## config.mk

```make
export PLATFORM = sky130hd
export DESIGN_NAME = pmux_pin_mux
export DESIGN_NICKNAME = d
export VERILOG_FILES = /design/src/include/pmux_pkg.sv /design/src/rtl/pmux_sync.sv /design/src/rtl/pmux_pin_mux.sv
export SDC_FILE = /design/constraint.sdc
export NUM_CORES = 1
export LEC_CHECK = 0
export ABC_AREA = 1
export BUFFER_PORTS_ARGS = -buffer_cell sky130_fd_sc_hd__buf_2
export CAP_MARGIN = 20
export CORE_MARGIN = 8
export CORE_UTILIZATION = 40
export DETAILED_ROUTE_END_ITERATION = 12
export GPL_TIMING_DRIVEN = 0
export PLACE_DENSITY = 0.73
export SYNTH_ARGS = -nofsm -noshare
export SYNTH_HDL_FRONTEND = slang
export SYNTH_HIERARCHICAL = 1
export SYNTH_SLANG_ARGS = --single-unit
```

## constraint.sdc

```tcl
create_clock -name core_clk_in -period 0.96 [get_ports core_clk_in]
set_input_delay 0.192 -clock core_clk_in [delete_from_list [all_inputs] [get_ports core_clk_in]]
set_output_delay 0.192 -clock core_clk_in [all_outputs]
set_load 0.02 [all_outputs]
```

## src/include/pmux_pkg.sv

```systemverilog
// ----------------------------------------------------------------
// pin mux constants and carriers
// ----------------------------------------------------------------
package pmux_pkg;

   // widths of the pad groups handled here
   localparam int PMUX_A_W = 4;   // port a bits 4..7
   localparam int PMUX_B_W = 8;   // port b bits 0..7
   localparam int PMUX_D_W = 5;   // port d bits 0..4
   localparam int PMUX_PAD_W = PMUX_A_W + PMUX_B_W + PMUX_D_W;
   localparam int PMUX_BUS_W = 16;

   // interface_config[1:0] encodings
   localparam logic [1:0] PMUX_IFC_PORTS = 2'h0;
   localparam logic [1:0] PMUX_IFC_PROG = 2'h2;
   localparam logic [1:0] PMUX_IFC_FIFO = 2'h3;

   // field positions
   localparam int PMUX_ALT_CFG_A7 = 7;    // port_a_alt_config bit
   localparam int PMUX_POL_COMMIT = 5;    // fifo_pin_polarity bit
   localparam int PMUX_EPCFG_WIDE = 0;    // endpoint_fifo_config bit

   // positions inside the port a group
   localparam int PMUX_A_SEL0 = 0;   // port_a_bit4
   localparam int PMUX_A_SEL1 = 1;   // port_a_bit5
   localparam int PMUX_A_COMMIT = 2; // port_a_bit6
   localparam int PMUX_A_BIT7 = 3;   // port_a_bit7

   // reset values
   localparam logic [1:0] PMUX_IFC_RST = PMUX_IFC_PORTS;
   localparam logic [7:0] PMUX_CFG8_RST = 8'h00;
   localparam logic [2:0] PMUX_STB_W0 = 3'h0;

   // decoded interface mode
   typedef enum logic [1:0] {
      PMUX_MODE_PORTS,
      PMUX_MODE_PROG,
      PMUX_MODE_FIFO
   } pmux_mode_e;

   // role of the port a bit 7 pad
   typedef enum logic [1:0] {
      PMUX_A7_PORT,
      PMUX_A7_FLAG,
      PMUX_A7_CS
   } pmux_a7_e;

   // one bit per pad of the group
   typedef struct packed {
      logic [PMUX_D_W-1:0] d;
      logic [PMUX_B_W-1:0] b;
      logic [PMUX_A_W-1:0] a;
   } pmux_pads_s;

   // software configuration bundle
   typedef struct packed {
      logic [1:0] interface_config;
      logic [7:0] port_a_alt_config;
      logic [7:0] fifo_pin_polarity;
      logic [7:0] endpoint_fifo_config;
   } pmux_cfg_s;

endpackage

```

## src/rtl/pmux_sync.sv

```systemverilog
`timescale 1ns/10ps
// ----------------------------------------------------------------
// two-stage synchroniser for the pad inputs
// ----------------------------------------------------------------
module pmux_sync
   import pmux_pkg::*;
(
   input wire logic core_clk_in,
   input wire logic reset_in,
   input wire pmux_pads_s async_in,
   output pmux_pads_s sync_out
);

   pmux_pads_s meta_r;   // first stage, read only by second stage
   pmux_pads_s sync_r;   // second stage

   // first and second stage, cleared on reset
   always_ff @(posedge core_clk_in) begin
      if (reset_in) begin
         meta_r <= '0;
         sync_r <= '0;
      end else begin
         meta_r <= async_in;
         sync_r <= meta_r;
      end
   end

   assign sync_out = sync_r;

endmodule

```

## src/rtl/pmux_pin_mux.sv

```systemverilog
`timescale 1ns/10ps
module pmux_pin_mux
   import pmux_pkg::*;
(
   input wire logic core_clk_in,
   input wire logic reset_in,
   // software configuration
   input wire pmux_cfg_s cfg_in,
   // software gpio side
   input wire pmux_pads_s gpio_data_in,
   input wire pmux_pads_s gpio_dir_in,
   output pmux_pads_s gpio_read_out,
   // fifo core side
   input wire logic [PMUX_BUS_W-1:0] fifo_data_bus_in,
   input wire logic fifo_data_drive_in,
   input wire logic fifo_flag_fourth_in,
   input wire logic [2:0] strobe_req_in,
   output logic [PMUX_BUS_W-1:0] fifo_data_bus_out,
   output logic [1:0] fifo_select_out,
   output logic packet_commit_out,
   output logic [2:0] strobe_gated_out,
   output logic chip_select_active_out,
   // pads
   input wire pmux_pads_s pad_in,
   output pmux_pads_s pad_out,
   output pmux_pads_s pad_oe_out
);

   // ----------------------------------------------------------------
   // decode helpers
   // ----------------------------------------------------------------

   // interface field to mode; the unused code behaves as ports
   function automatic pmux_mode_e mode_of(input logic [1:0] ifc);
      unique case (ifc)
         PMUX_IFC_PROG: mode_of = PMUX_MODE_PROG;
         PMUX_IFC_FIFO: mode_of = PMUX_MODE_FIFO;
         default: mode_of = PMUX_MODE_PORTS;
      endcase
   endfunction

   // pick a bus value where the bus owns the pad, else gpio value
   function automatic logic [PMUX_B_W-1:0] pick8(
      input logic sel,
      input logic [PMUX_B_W-1:0] bus_v,
      input logic [PMUX_B_W-1:0] gpio_v);
      pick8 = sel ? bus_v : gpio_v;
   endfunction

   // ----------------------------------------------------------------
   // pad input synchroniser
   // ----------------------------------------------------------------
   pmux_pads_s pad_sync;   // pads after two flops

   pmux_sync u_sync (
      .core_clk_in(core_clk_in),
      .reset_in(reset_in),
      .async_in(pad_in),
      .sync_out(pad_sync)
   );

   // ----------------------------------------------------------------
   // configuration capture
   // ----------------------------------------------------------------
   pmux_cfg_s cfg_r;   // configuration in force
   pmux_cfg_s cfg_nxt;
   pmux_mode_e mode;   // decoded interface mode
   pmux_a7_e a7_role;  // role of port a bit 7
   logic bus_mode;     // data bus owns port b
   logic wide_mode;    // data bus also owns port d
   logic commit_pol;   // 1: packet commit active high

   // taken one cycle late so all pads switch together
   always_comb begin
      cfg_nxt = cfg_in;
   end

   // reset puts the block back to plain ports
   always_ff @(posedge core_clk_in) begin
      if (reset_in) begin
         cfg_r.interface_config <= PMUX_IFC_RST;
         cfg_r.port_a_alt_config <= PMUX_CFG8_RST;
         cfg_r.fifo_pin_polarity <= PMUX_CFG8_RST;
         cfg_r.endpoint_fifo_config <= PMUX_CFG8_RST;
      end else begin
         cfg_r <= cfg_nxt;
      end
   end

   // mode decode from the captured settings
   always_comb begin
      mode = mode_of(cfg_r.interface_config);
      bus_mode = (mode != PMUX_MODE_PORTS);
      wide_mode = bus_mode &&
         cfg_r.endpoint_fifo_config[PMUX_EPCFG_WIDE];
      commit_pol = cfg_r.fifo_pin_polarity[PMUX_POL_COMMIT];
      // flag role wins over chip select when both could apply
      if (cfg_r.port_a_alt_config[PMUX_ALT_CFG_A7]) begin
         a7_role = PMUX_A7_FLAG;
      end else if (mode == PMUX_MODE_FIFO) begin
         a7_role = PMUX_A7_CS;
      end else begin
         a7_role = PMUX_A7_PORT;
      end
   end

   // ----------------------------------------------------------------
   // fifo control inputs
   // ----------------------------------------------------------------
   logic cs_ok;          // chip select lets strobes through
   logic commit_level;   // packet commit asserted, polarity applied
   logic commit_prev_r;  // last cycle's commit level
   logic commit_prev_nxt;
   logic packet_commit_r;
   logic packet_commit_nxt;
   logic [1:0] fifo_select_r;
   logic [1:0] fifo_select_nxt;
   logic [2:0] strobe_gated_r;
   logic [2:0] strobe_gated_nxt;
   logic cs_active_r;
   logic cs_active_nxt;

   // strobe gating, select capture and commit edge detect
   always_comb begin
      // without the chip select role strobes are always allowed
      cs_ok = (a7_role != PMUX_A7_CS) ||
         !pad_sync.a[PMUX_A_BIT7];
      commit_level = (mode == PMUX_MODE_FIFO) &&
         (pad_sync.a[PMUX_A_COMMIT] == commit_pol);
      commit_prev_nxt = commit_level;
      // one pulse per assertion; a held level commits only once
      packet_commit_nxt = commit_level && !commit_prev_r &&
         cs_ok;
      strobe_gated_nxt = cs_ok ? strobe_req_in : PMUX_STB_W0;
      cs_active_nxt = (a7_role == PMUX_A7_CS) && cs_ok;
      if (mode == PMUX_MODE_FIFO) begin
         fifo_select_nxt = {pad_sync.a[PMUX_A_SEL1],
            pad_sync.a[PMUX_A_SEL0]};
      end else begin
         fifo_select_nxt = 2'h0;
      end
   end

   // control output registers
   always_ff @(posedge core_clk_in) begin
      if (reset_in) begin
         commit_prev_r <= 1'b0;
         packet_commit_r <= 1'b0;
         fifo_select_r <= 2'h0;
         strobe_gated_r <= PMUX_STB_W0;
         cs_active_r <= 1'b0;
      end else begin
         commit_prev_r <= commit_prev_nxt;
         packet_commit_r <= packet_commit_nxt;
         fifo_select_r <= fifo_select_nxt;
         strobe_gated_r <= strobe_gated_nxt;
         cs_active_r <= cs_active_nxt;
      end
   end

   // ----------------------------------------------------------------
   // pad drivers and read-back
   // ----------------------------------------------------------------
   pmux_pads_s pad_out_r;
   pmux_pads_s pad_out_nxt;
   pmux_pads_s pad_oe_r;
   pmux_pads_s pad_oe_nxt;
   pmux_pads_s gpio_read_r;
   pmux_pads_s gpio_read_nxt;
   logic [PMUX_BUS_W-1:0] bus_read_r;
   logic [PMUX_BUS_W-1:0] bus_read_nxt;

   // per-pad value and enable by role
   always_comb begin
      // port role: software owns value and direction
      pad_out_nxt = gpio_data_in;
      pad_oe_nxt = gpio_dir_in;
      // fifo role: select and commit pads are input only
      if (mode == PMUX_MODE_FIFO) begin
         pad_out_nxt.a[2:0] = 3'h0;
         pad_oe_nxt.a[2:0] = 3'h0;
      end
      unique case (a7_role)
         PMUX_A7_FLAG: begin
            pad_out_nxt.a[PMUX_A_BIT7] = fifo_flag_fourth_in;
            pad_oe_nxt.a[PMUX_A_BIT7] = 1'b1;
         end
         PMUX_A7_CS: begin
            pad_out_nxt.a[PMUX_A_BIT7] = 1'b0;
            pad_oe_nxt.a[PMUX_A_BIT7] = 1'b0;
         end
         PMUX_A7_PORT: begin
         end
      endcase
      // low byte of the data bus
      pad_out_nxt.b = pick8(bus_mode, fifo_data_bus_in[7:0],
         gpio_data_in.b);
      pad_oe_nxt.b = pick8(bus_mode, {PMUX_B_W{fifo_data_drive_in}},
         gpio_dir_in.b);
      // high byte, only the pads of this group
      if (wide_mode) begin
         pad_out_nxt.d = fifo_data_bus_in[8 +: PMUX_D_W];
         pad_oe_nxt.d = {PMUX_D_W{fifo_data_drive_in}};
      end
      // software always sees the pad level
      gpio_read_nxt = pad_sync;
      bus_read_nxt = '0;
      if (bus_mode) begin
         bus_read_nxt[7:0] = pad_sync.b;
      end
      if (wide_mode) begin
         bus_read_nxt[8 +: PMUX_D_W] = pad_sync.d;
      end
   end

   // pads released to input on reset
   always_ff @(posedge core_clk_in) begin
      if (reset_in) begin
         pad_out_r <= '0;
         pad_oe_r <= '0;
         gpio_read_r <= '0;
         bus_read_r <= '0;
      end else begin
         pad_out_r <= pad_out_nxt;
         pad_oe_r <= pad_oe_nxt;
         gpio_read_r <= gpio_read_nxt;
         bus_read_r <= bus_read_nxt;
      end
   end

   assign pad_out = pad_out_r;
   assign pad_oe_out = pad_oe_r;
   assign gpio_read_out = gpio_read_r;
   assign fifo_data_bus_out = bus_read_r;
   assign fifo_select_out = fifo_select_r;
   assign packet_commit_out = packet_commit_r;
   assign strobe_gated_out = strobe_gated_r;
   assign chip_select_active_out = cs_active_r;

   // ----------------------------------------------------------------
   // checks
   // ----------------------------------------------------------------
   a_sel_input_only: assert property (
      @(posedge core_clk_in) disable iff (reset_in)
      (mode == PMUX_MODE_FIFO) |=> (pad_oe_out.a[2:0] == 3'h0))
      else $error("select or commit pad driven in fifo mode");

   a_sel_follows_pad: assert property (
      @(posedge core_clk_in) disable iff (reset_in)
      (mode == PMUX_MODE_FIFO) |=>
      (fifo_select_out == $past(pad_sync.a[1:0])))
      else $error("fifo select does not follow pads");

   a_commit_one_pulse: assert property (
      @(posedge core_clk_in) disable iff (reset_in)
      packet_commit_out |=> !packet_commit_out)
      else $error("packet commit longer than one cycle");

   a_cs_blocks_strobe: assert property (
      @(posedge core_clk_in) disable iff (reset_in)
      (a7_role == PMUX_A7_CS && pad_sync.a[PMUX_A_BIT7]) |=>
      (strobe_gated_out == 3'h0 && !packet_commit_out))
      else $error("strobe passed without chip select");

   a_flag_drive: assert property (
      @(posedge core_clk_in) disable iff (reset_in)
      (a7_role == PMUX_A7_FLAG) |=> (pad_oe_out.a[PMUX_A_BIT7] &&
      pad_out.a[PMUX_A_BIT7] == $past(fifo_flag_fourth_in)))
      else $error("flag pad not driving the flag");

   a_low_byte_bus: assert property (
      @(posedge core_clk_in) disable iff (reset_in)
      bus_mode |=> (pad_out.b == $past(fifo_data_bus_in[7:0])))
      else $error("low byte not on port b");

   a_high_byte_port: assert property (
      @(posedge core_clk_in) disable iff (reset_in)
      !wide_mode |=> (pad_oe_out.d == $past(gpio_dir_in.d)))
      else $error("port d taken without word-wide");

   a_gpio_readback: assert property (
      @(posedge core_clk_in) disable iff (reset_in)
      (mode == PMUX_MODE_PORTS) |=> (gpio_read_out.b ==
      $past(pad_sync.b) && pad_oe_out.b == $past(gpio_dir_in.b)))
      else $error("gpio line not under software control");

   a_reset_inputs: assert property (
      @(posedge core_clk_in)
      reset_in |=> (pad_oe_out == '0))
      else $error("pad driven right after reset");

endmodule

```

# Word level (Yosys, flattened, before mapping)
# Cells that the tools add are included.
[op_classes] n_eq_ne=7 mux=9 bitwise_logic=4 n_reduce_logical=14
[op_table] operator="2-to-1 mux 8 bit" n=2
[op_table] operator="2-to-1 mux 5 bit" n=2
[op_table] operator="OR reduction 2 bit" n=5
[op_table] operator="== test 2 bit (second input constant)" n=4
[op_table] operator="logical AND 1 bit" n=5
[op_table] operator="2-to-1 mux 2 bit" n=2
[op_table] operator="inverter 1 bit" n=4
[op_table] operator="case mux 1 bit (2 select lines)" n=2
[op_table] operator="case mux 2 bit (2 select lines)" n=1
[op_table] operator="== test 2 x 1 -> 1 bit (second input constant)" n=1
[op_table] operator="logical NOT 1 bit" n=2
[op_table] operator="inequality test 2 bit (second input constant)" n=1
[op_table] operator="nonzero test 2 bit" n=1
[op_table] operator="== test 1 bit" n=1
[op_table] operator="logical OR 1 bit" n=1
[totals] reg_bits=126 inputBits=100 output_inout_bits=74

# Logic depth before layout (Yosys ltp)
# Gate-level depths: netlist of run 1.
[depth] word_depth=9 depth_mapped=5 ltp_nobuf=5

# By module
# The synthesis of run 1 kept the hierarchy.
[by_module_without_submodules] module="pmux_pin_mux" n_inst=1 cells_per_inst=260 area_per_inst_um2=2422.3 seq_area_each_um2=1541.5
[by_module_without_submodules] module="pmux_sync" n_inst=1 cells_per_inst=106 area_per_inst_um2=985.9 seq_area_each_um2=680.7

# Worst setup path before layout of run 1
# Ideal clock, no wire load.
[synth_timing] path_type="reg-to-reg" from="register cfg_r[25] in the netlist's numbering" to="register pad_out_r, in the netlist pad_out[12]" setup_ns=0.113 arrival_ns=0.782 required_ns=0.847 slack_ns=0.065 stages_incl_launch_ff=5 n_path_buf=1 period_less_slack_ns=0.895 cell_sequence="dfxtp_1 -> nand2_2 -> buf_6 -> o21ai_2 -> nor2_1"
[synth_via] elab_chain_len=5 elab_cells_between_ends=6 classes_between="eq/ne: 2; mux: 2; reduce/logical: 2"
[synth_rtl] item="start: declaration" line_no="pmux_pin_mux.sv:65" text="pmux_cfg_s cfg_r;"
[synth_rtl] item="start signal: assignment" line_no="pmux_pin_mux.sv:86" text="cfg_r <= cfg_nxt;"
[synth_rtl] item="== test 2 bit" line_no="pmux_pin_mux.sv:35" text="unique case (ifc)"
[synth_rtl] item="case mux 2 bit (2 select lines) *" line_no="pmux_pin_mux.sv:35"
[synth_rtl] item="nonzero test 2 bit *" line_no="pmux_pin_mux.sv:93" text="bus_mode = (mode != PMUX_MODE_PORTS);"
[synth_rtl] item="logical AND 1 bit *" line_no="pmux_pin_mux.sv:94" text="wide_mode = bus_mode &&"
[synth_rtl] item="2-to-1 mux 5 bit *" line_no="pmux_pin_mux.sv:201" text="if (wide_mode) begin"
[synth_rtl] item="end signal: assignment" line_no="pmux_pin_mux.sv:224" text="pad_out_r <= pad_out_nxt;"
[synth_rtl] item="end: declaration" line_no="pmux_pin_mux.sv:164" text="pmux_pads_s pad_out_r;"
# Every way passes the cells marked *; elsewhere a longest branch is shown, timed or not.
# A chain may end at the register's enable or synchronous reset.

# Worst setup path in the final report of run 1
[layout_timing] from="register pad_oe_r, in the netlist pad_oe_out[10]" to="output pad_oe_out[10] in the netlist's numbering"
[layout_lines] item="start: declaration" line_no="pmux_pin_mux.sv:166" text="pmux_pads_s pad_oe_r;"
[layout_lines] item="start signal: assignment" line_no="pmux_pin_mux.sv:225" text="pad_oe_r <= pad_oe_nxt;"
[layout_lines] item="end: declaration" line_no="pmux_pin_mux.sv:26" text="output pmux_pads_s pad_oe_out"
# No word-level cell between the ends.

==> results of run 1 <==
==> sequential cells by signal, indices dropped and copies added (netlist names) <==
register,cells
packet_commit_out,1
gpio_read_out,17
fifo_select_out,2
strobe_gated_out,3
fifo_data_bus_out,13
cfg_r,5
pad_out,17
u_sync/meta_r,17
commit_prev_r,1
chip_select_active_out,1
u_sync/sync_out,17
pad_oe_out,17
==> power by group <==
part | leakage, nW | internal (W) | switching (W) | total [W]
Sequential | 0.942 | 0.00483 | 0.0000849 | 0.00491
Clock | 0.104 | 0.00105 | 0.00172 | 0.00277
Combinational | 1.48 | 0.000493 | 0.000509 | 0.00100
Total | 2.52 | 0.00637 | 0.00231 | 0.00868
==> logic make-up (layout without fill, tap and decap cells) <==
logic type	after synthesis	count (layout)	share of synthesized area [%]
other cells	1	3	0.110
simple gates	138	138	16.7
compound gates	28	28	5.54
flops	111	111	65.2
buf+inv	88	252	12.4
==> what timing repair did <==
item / in CTS / in global routing
resized for setup: 215 / 5
cloned: 0 / 1
endpoints found under the setup margin: 123 / 80
hold endpoints to repair: 1 / 1
hold buffers: 1 / 1
==> path summary, 6_finish.rpt <==
kind,endpoint,slack [ns],cells past startpoint
hold / removal,u_sync/meta_r[7],0.02,3
setup reg to reg,pad_out[14],0.03,4
hold reg to reg,u_sync/sync_out[0],0.41,2
setup / recovery,pad_oe_out[10],-0.06,1
==> through the flow <==
step / power, W / cell area [um^2] / TNS [ns]
global route: 0.00910 / 5080 / -6.17
CTS: 0.00877 / 5020 / -4.58
finish: 0.00868 / 5080 / -3.04
global placement: 0.00579 / 4270 / -1.10
detailed placement: 0.00582 / 4270 / -2.02
floorplan: 0.00546 / 3420 / 0
==> layout make-up <==
type	count	area, um^2
tap	105	131
sequential	111	2310
buffer	16	154
inverter	72	278
multi-input combinational	169	785
clock inverter	7	81.3
timing repair buffer	148	1210
fill	703	3180
clock buffer	9	124
==> placed cells by master (no fill, tap or decap), types with 3 or more instances in the layout <==
master / Yosys / routed
nor2_1: 105 / 105
o21ai_0: 8 / 8
inv_1: 68 / 68
dfxtp_1: 111 / 39
buf_4: 4 / 3
dfxtp_2: 0 / 71
conb_1: 1 / 3
nand2_1: 16 / 16
a21oi_1: 6 / 6
o21ai_2: 5 / 5
a21oi_2: 8 / 8
buf_6: 9 / 80
nand2_2: 6 / 3
buf_2: 3 / 77
nand2_4: 2 / 5
clkbuf_8: 0 / 9
==> metal layers <==
layer	track usage [%]	vias up
li1	-	1375
met1	15.2	1172
met2	24.5	92
met3	5.77	10
met4	4.40	0
met5	0	-
==> flow_summary.yaml, run 1 <==
placed_design:
  detailed_place_hpwl_um: 6170
  place_congestion: 0.719
  preCtsSetupSlack_ns: -0.108
  io_buffer_count: 145
  dp.cells: 618
clock_tree:
  post_cts.repair.setup_buffers: 0
  cts_max_path_buffers: 2
  cts_tree: "yes"
  cts_sinks: 111
  cts_root_buffer: "clkbuf_8"
  cts.clk_slew.worst_paths_ns: 0.12
  htree_levels: 3
  cts_inserted_buffers: 9
  clkLatencyLatePin_ns: 0.36
detailed_routing:
  viasPerCell: 4.16
  drt-total-wl_um: 8270
  routedWlPerCell_um: 13.0
  first_pass_iters: 4
  dr_wl_met2_um: 4060
  via_count: 2649
  ant_nets: 0
  top_layer: "met4"
  wl_met1_um: 3220
  met3_length_um: 856
  drc: 0
  drt-initial-drc-count: 49
layout:
  area_growth_syn_to_layout_pct: 49.1
  nets: 627
  drive_gt1_share_pct: 52.3
  layout.cells.non_filler: 637
  utilization_pct: 61.5
  antenna_cells: 0
yosys:
  synth_cell_type_count: 24
  synth_area_leader_cell: "dfxtp_1"
  ys_seq_area_share_pct: 65.2
  yosys-top-cells-count: "dfxtp_1, nor2_1, inv_1"
  synth-warning-count: 6
  yosysTopAreaCellShare_pct: 65.2
  synth-edff-count: 0
  netlist_area_um2: 3410
  ys_ff_latch: 111
  synth.most_common_cell: "dfxtp_1"
  syn_area_per_cell_um2: 9.31
  async_reset_ff_share_pct: 0
  synth.area.top_cells: "dfxtp_1, nor2_1, inv_1, buf_6, a21oi_2"
  synthCells: 366
  dominantRegCellSynth: "dfxtp_1"
global_routing:
  grt_pass1_vias: 2731
  antenna_found_initial: 0
  grt-ovfl-total: 0
  grt_max_degree: 23
  grt_use_total_pct: 14.1
  grt_pass1_wl_um: 13000
worst_setup_path:
  startpoint: "pad_oe_out[10]"
  path_buf_inv: 1
  cp-start-kind: "flip-flop"
  cp_slowest_stage_delay_ns: 0.34
  cpMaxStageDelayCell: "dfxtp_2"
  crit_path_end_kind: "output pin"
  timing.rr.start: "cfg_r[25]"
  worstPathRequired_ns: 0.77
  worstPathMaxFanout: 1
  arrival_ns: 0.83
  worst_path_dominant_cell_family: "flip-flops"
  setup.worst_path.class: "reg2out"
  path_cells: "buf_6"
power_and_ir_drop:
  p_per_area_nw_per_um2: 1710
  p_leak_nw: 2.52
  ir_drop_uv: 1240
floorplan:
  row_count: 33
  die_height_um: 108
  dieArea_um2: 11700
  initial_core_util_pct: 41.3
  chipWidth_um: 108
  ioPinCount: 174
  core_area_um2: 8260
hold_path:
  hold_path.class: "in2reg"
  hold_start: "pad_in[7]"
sta:
  hold_ws_ns: 0.0239
  max_freq_mhz: 981
  period_needed_ns: 1.02
  rsz0062_at_grt: "yes"
  hold_viol: 0
  report.final.setup_viol: 71
  fin_skew_ns: 0.0150
  maxSlewViolCount: 0
  period_share_pct: 106
  setup_ws_ns: -0.0598
flow_run:
  cap_violations: 0
run_status:
  status: "finished, violations left"
  violations: "negative setup slack"
Power figures use the tool's default switching activity.
==> run 2: changes to the inputs <==
--- a/config.mk
+++ b/config.mk
@@ -7,13 +7,11 @@
 export LEC_CHECK = 0
 export ABC_AREA = 1
 export BUFFER_PORTS_ARGS = -buffer_cell sky130_fd_sc_hd__buf_2
-export CAP_MARGIN = 20
 export CORE_MARGIN = 8
-export CORE_UTILIZATION = 40
+export CORE_UTILIZATION = 39
 export DETAILED_ROUTE_END_ITERATION = 12
 export GPL_TIMING_DRIVEN = 0
-export PLACE_DENSITY = 0.73
+export PLACE_DENSITY_LB_ADDON = 0.12
 export SYNTH_ARGS = -nofsm -noshare
 export SYNTH_HDL_FRONTEND = slang
-export SYNTH_HIERARCHICAL = 1
 export SYNTH_SLANG_ARGS = --single-unit
==> run 2 against run 1 <==
The run still ends with negative setup slack left. Fmax rose by 1.6%. Critical path depth unchanged. Via count about the same. Register-to-register slack is essentially flat. Highest routed layer unchanged. Hold slack improved by 0.0069 ns. Total power decreased by 0.92%. Largest power group unchanged. Sequential share of layout area increased by 1.3 points. Cell area decreased by 2.7%. First-iteration DRC count grew 27%. Critical path type unchanged.
==> flow_summary.yaml, run 2 <==
global_routing:
  antenna_found_initial: 1
  grt-ovfl-total: 0
  grt_max_degree: 19
  grt_use_total_pct: 14.3
  grt_pass1_vias: 2703
  grt_pass1_wl_um: 12900
hold_path:
  hold_path.class: "in2reg"
placed_design:
  preCtsSetupSlack_ns: -0.133
  io_buffer_count: 146
  place_congestion: 0.773
  detailed_place_hpwl_um: 6060
clock_tree:
  cts_sinks: 111
  cts.clk_slew.worst_paths_ns: 0.10
  htree_levels: 3
  cts_inserted_buffers: 9
  clkLatencyLatePin_ns: 0.35
  cts_tree: "yes"
  cts_max_path_buffers: 2
  cts_hold_buf: 0
  cts_root_buffer: "clkbuf_8"
floorplan:
  row_count: 33
  ioPinCount: 174
  initial_core_util_pct: 40.0
  chipWidth_um: 107
  dieArea_um2: 11500
  core_area_um2: 8130
  die_height_um: 107
detailed_routing:
  drc: 0
  drt-total-wl_um: 8250
  first_pass_iters: 4
  routedWlPerCell_um: 13.0
  viasPerCell: 4.17
  via_count: 2650
  drt-initial-drc-count: 62
  ant_nets: 0
layout:
  ff_latch_area_um2: 2310
  drive_gt1_share_pct: 49.8
  multi_input_area_um2: 739
  fill_cells: 729
  final_common_cell: "nor2_1"
  layout_common_cells: "nor2_1, buf_2, buf_6, dfxtp_2, inv_1"
  utilization_pct: 60.8
  area_growth_syn_to_layout_pct: 51.9
  nets: 625
worst_setup_path:
  worst_path_dominant_cell_family: "flip-flops"
  worstPathMaxFanout: 1
  cp_slowest_stage_delay_ns: 0.34
  arrival_ns: 0.81
  crit_path_end_kind: "output pin"
  path_cells: "buf_6"
  setup.worst_path.class: "reg2out"
  cpMaxStageDelayCell: "dfxtp_2"
  worstPathRequired_ns: 0.77
  path_buf_inv: 1
  cp-start-kind: "flip-flop"
sta:
  maxSlewViolCount: 0
  period_share_pct: 105
  max_freq_mhz: 996
  setup_ws_ns: -0.0441
  fin_skew_ns: 0.00771
  hold_viol: 0
  period_needed_ns: 1.00
  rsz0062_at_grt: "yes"
  report.final.setup_viol: 71
yosys:
  ys_ff_latch: 111
  synthCells: 365
  synth_top_family_by_area: "simple AND/OR/NAND/NOR gates"
  synth.area.top_cells: "dfxtp_1, nor2_1, inv_1, nand2_1, a21oi_1"
  synth_cell_type_count: 17
  synth-warning-count: 0
  synth_compound_area_share_pct: 4.31
  synth-adder-area-share_pct: 0
  yosysTopAreaCellShare_pct: 68.3
  synthSimpleGateAreaFrac_pct: 16.3
  ys_seq_area_share_pct: 68.3
  muxShareOfSynthArea_pct: 0
  netlist_area_um2: 3250
  synth-edff-count: 0
  dominantRegCellSynth: "dfxtp_1"
  async_reset_ff_share_pct: 0
  yosys-top-cells-count: "dfxtp_1, nor2_1, inv_1"
  syn_area_per_cell_um2: 8.92
  synth-xor-area-share_pct: 0
  synth.most_common_cell: "dfxtp_1"
  synth_area_leader_cell: "dfxtp_1"
power_and_ir_drop:
  p_per_area_nw_per_um2: 1740
  p_leak_nw: 2.48
  ir_drop_uv: 958
run_status:
  status: "finished, violations left"
  violations: "negative setup slack"
flow_run:
  cap_violations: 0
[run 2: cell types whose count changed after synthesis, sizes merged]
cell and change:
inv +1, clkinv -1, clkbuf +1, buf -2
[run 2: per-layer routing]
layer	routed length, um	share of wire, %	GRT usage [%]
met5	0	0	0
met4	179	2.2	6.44
met3	619	7.5	4.37
met2	4230	51	25.8
met1	3220	39	14.8
[run 2: cell families (layout without fill, tap and decap cells)]
group	Yosys count	after routing
and+or+nand+nor	138	138
DFF	111	111
buffers and inverters	87	250
AOI/OAI and AO/OA	28	28
other	1	4
[run 2: what timing repair did]
item | CTS | global route
gates cloned | 0 | 1
buffers inserted | 0 | 0
resized for setup | 221 | 25
setup endpoints to repair | 118 | 110
[run 2: layout make-up]
class                      instances  area share [%]
sequential                       111            46.8
timing repair buffer             147            23.9
multi-input combinational        169            15.0
inverter                          72            5.52
tap                              105            2.66
clock buffer                      10            2.58
buffer                            15            2.10
clock inverter                     6            1.39
antenna                            1          0.0506
[run 2: through the flow]
| step | cells | area [um^2] | TNS, ns | power (W) | hold slack [ns] |
|---|---|---|---|---|---|
| 5_1_grt | 636 | 4940 | -5.21 | 0.00900 | 0.0176 |
| 4_1_cts | 634 | 4870 | -4.01 | 0.00869 | 0.00556 |
| 3_3_place_gp | 618 | 4120 | -3.21 | 0.00573 | 0.390 |
| 6_report | 636 | 4940 | -2.24 | 0.00860 | 0.0308 |
| 2_1_floorplan | 367 | 3260 | 0 | 0.00539 | 0.299 |
| 3_5_place_dp | 618 | 4120 | -3.30 | 0.00575 | 0.394 |
[run 2: power breakdown]
part	internal [W]	total (W)	switching [W]
clock	0.00123	0.00274	0.00151
sequential	0.00483	0.00491	0.0000846
combinational	0.000460	0.000950	0.000491
[run 2: final timing paths]
path	startpoint	end	slack, ns	depth (start not counted)
hold / removal	pad_in[16]	u_sync.meta_r[16]	0.03	3
setup / recovery	fifo_data_bus_out[1]	fifo_data_bus_out[1]	-0.04	1
setup reg to reg	cfg_r[25]	packet_commit_out	0.04	5
hold reg to reg	u_sync.meta_r[12]	u_sync.sync_out[12]	0.41	2
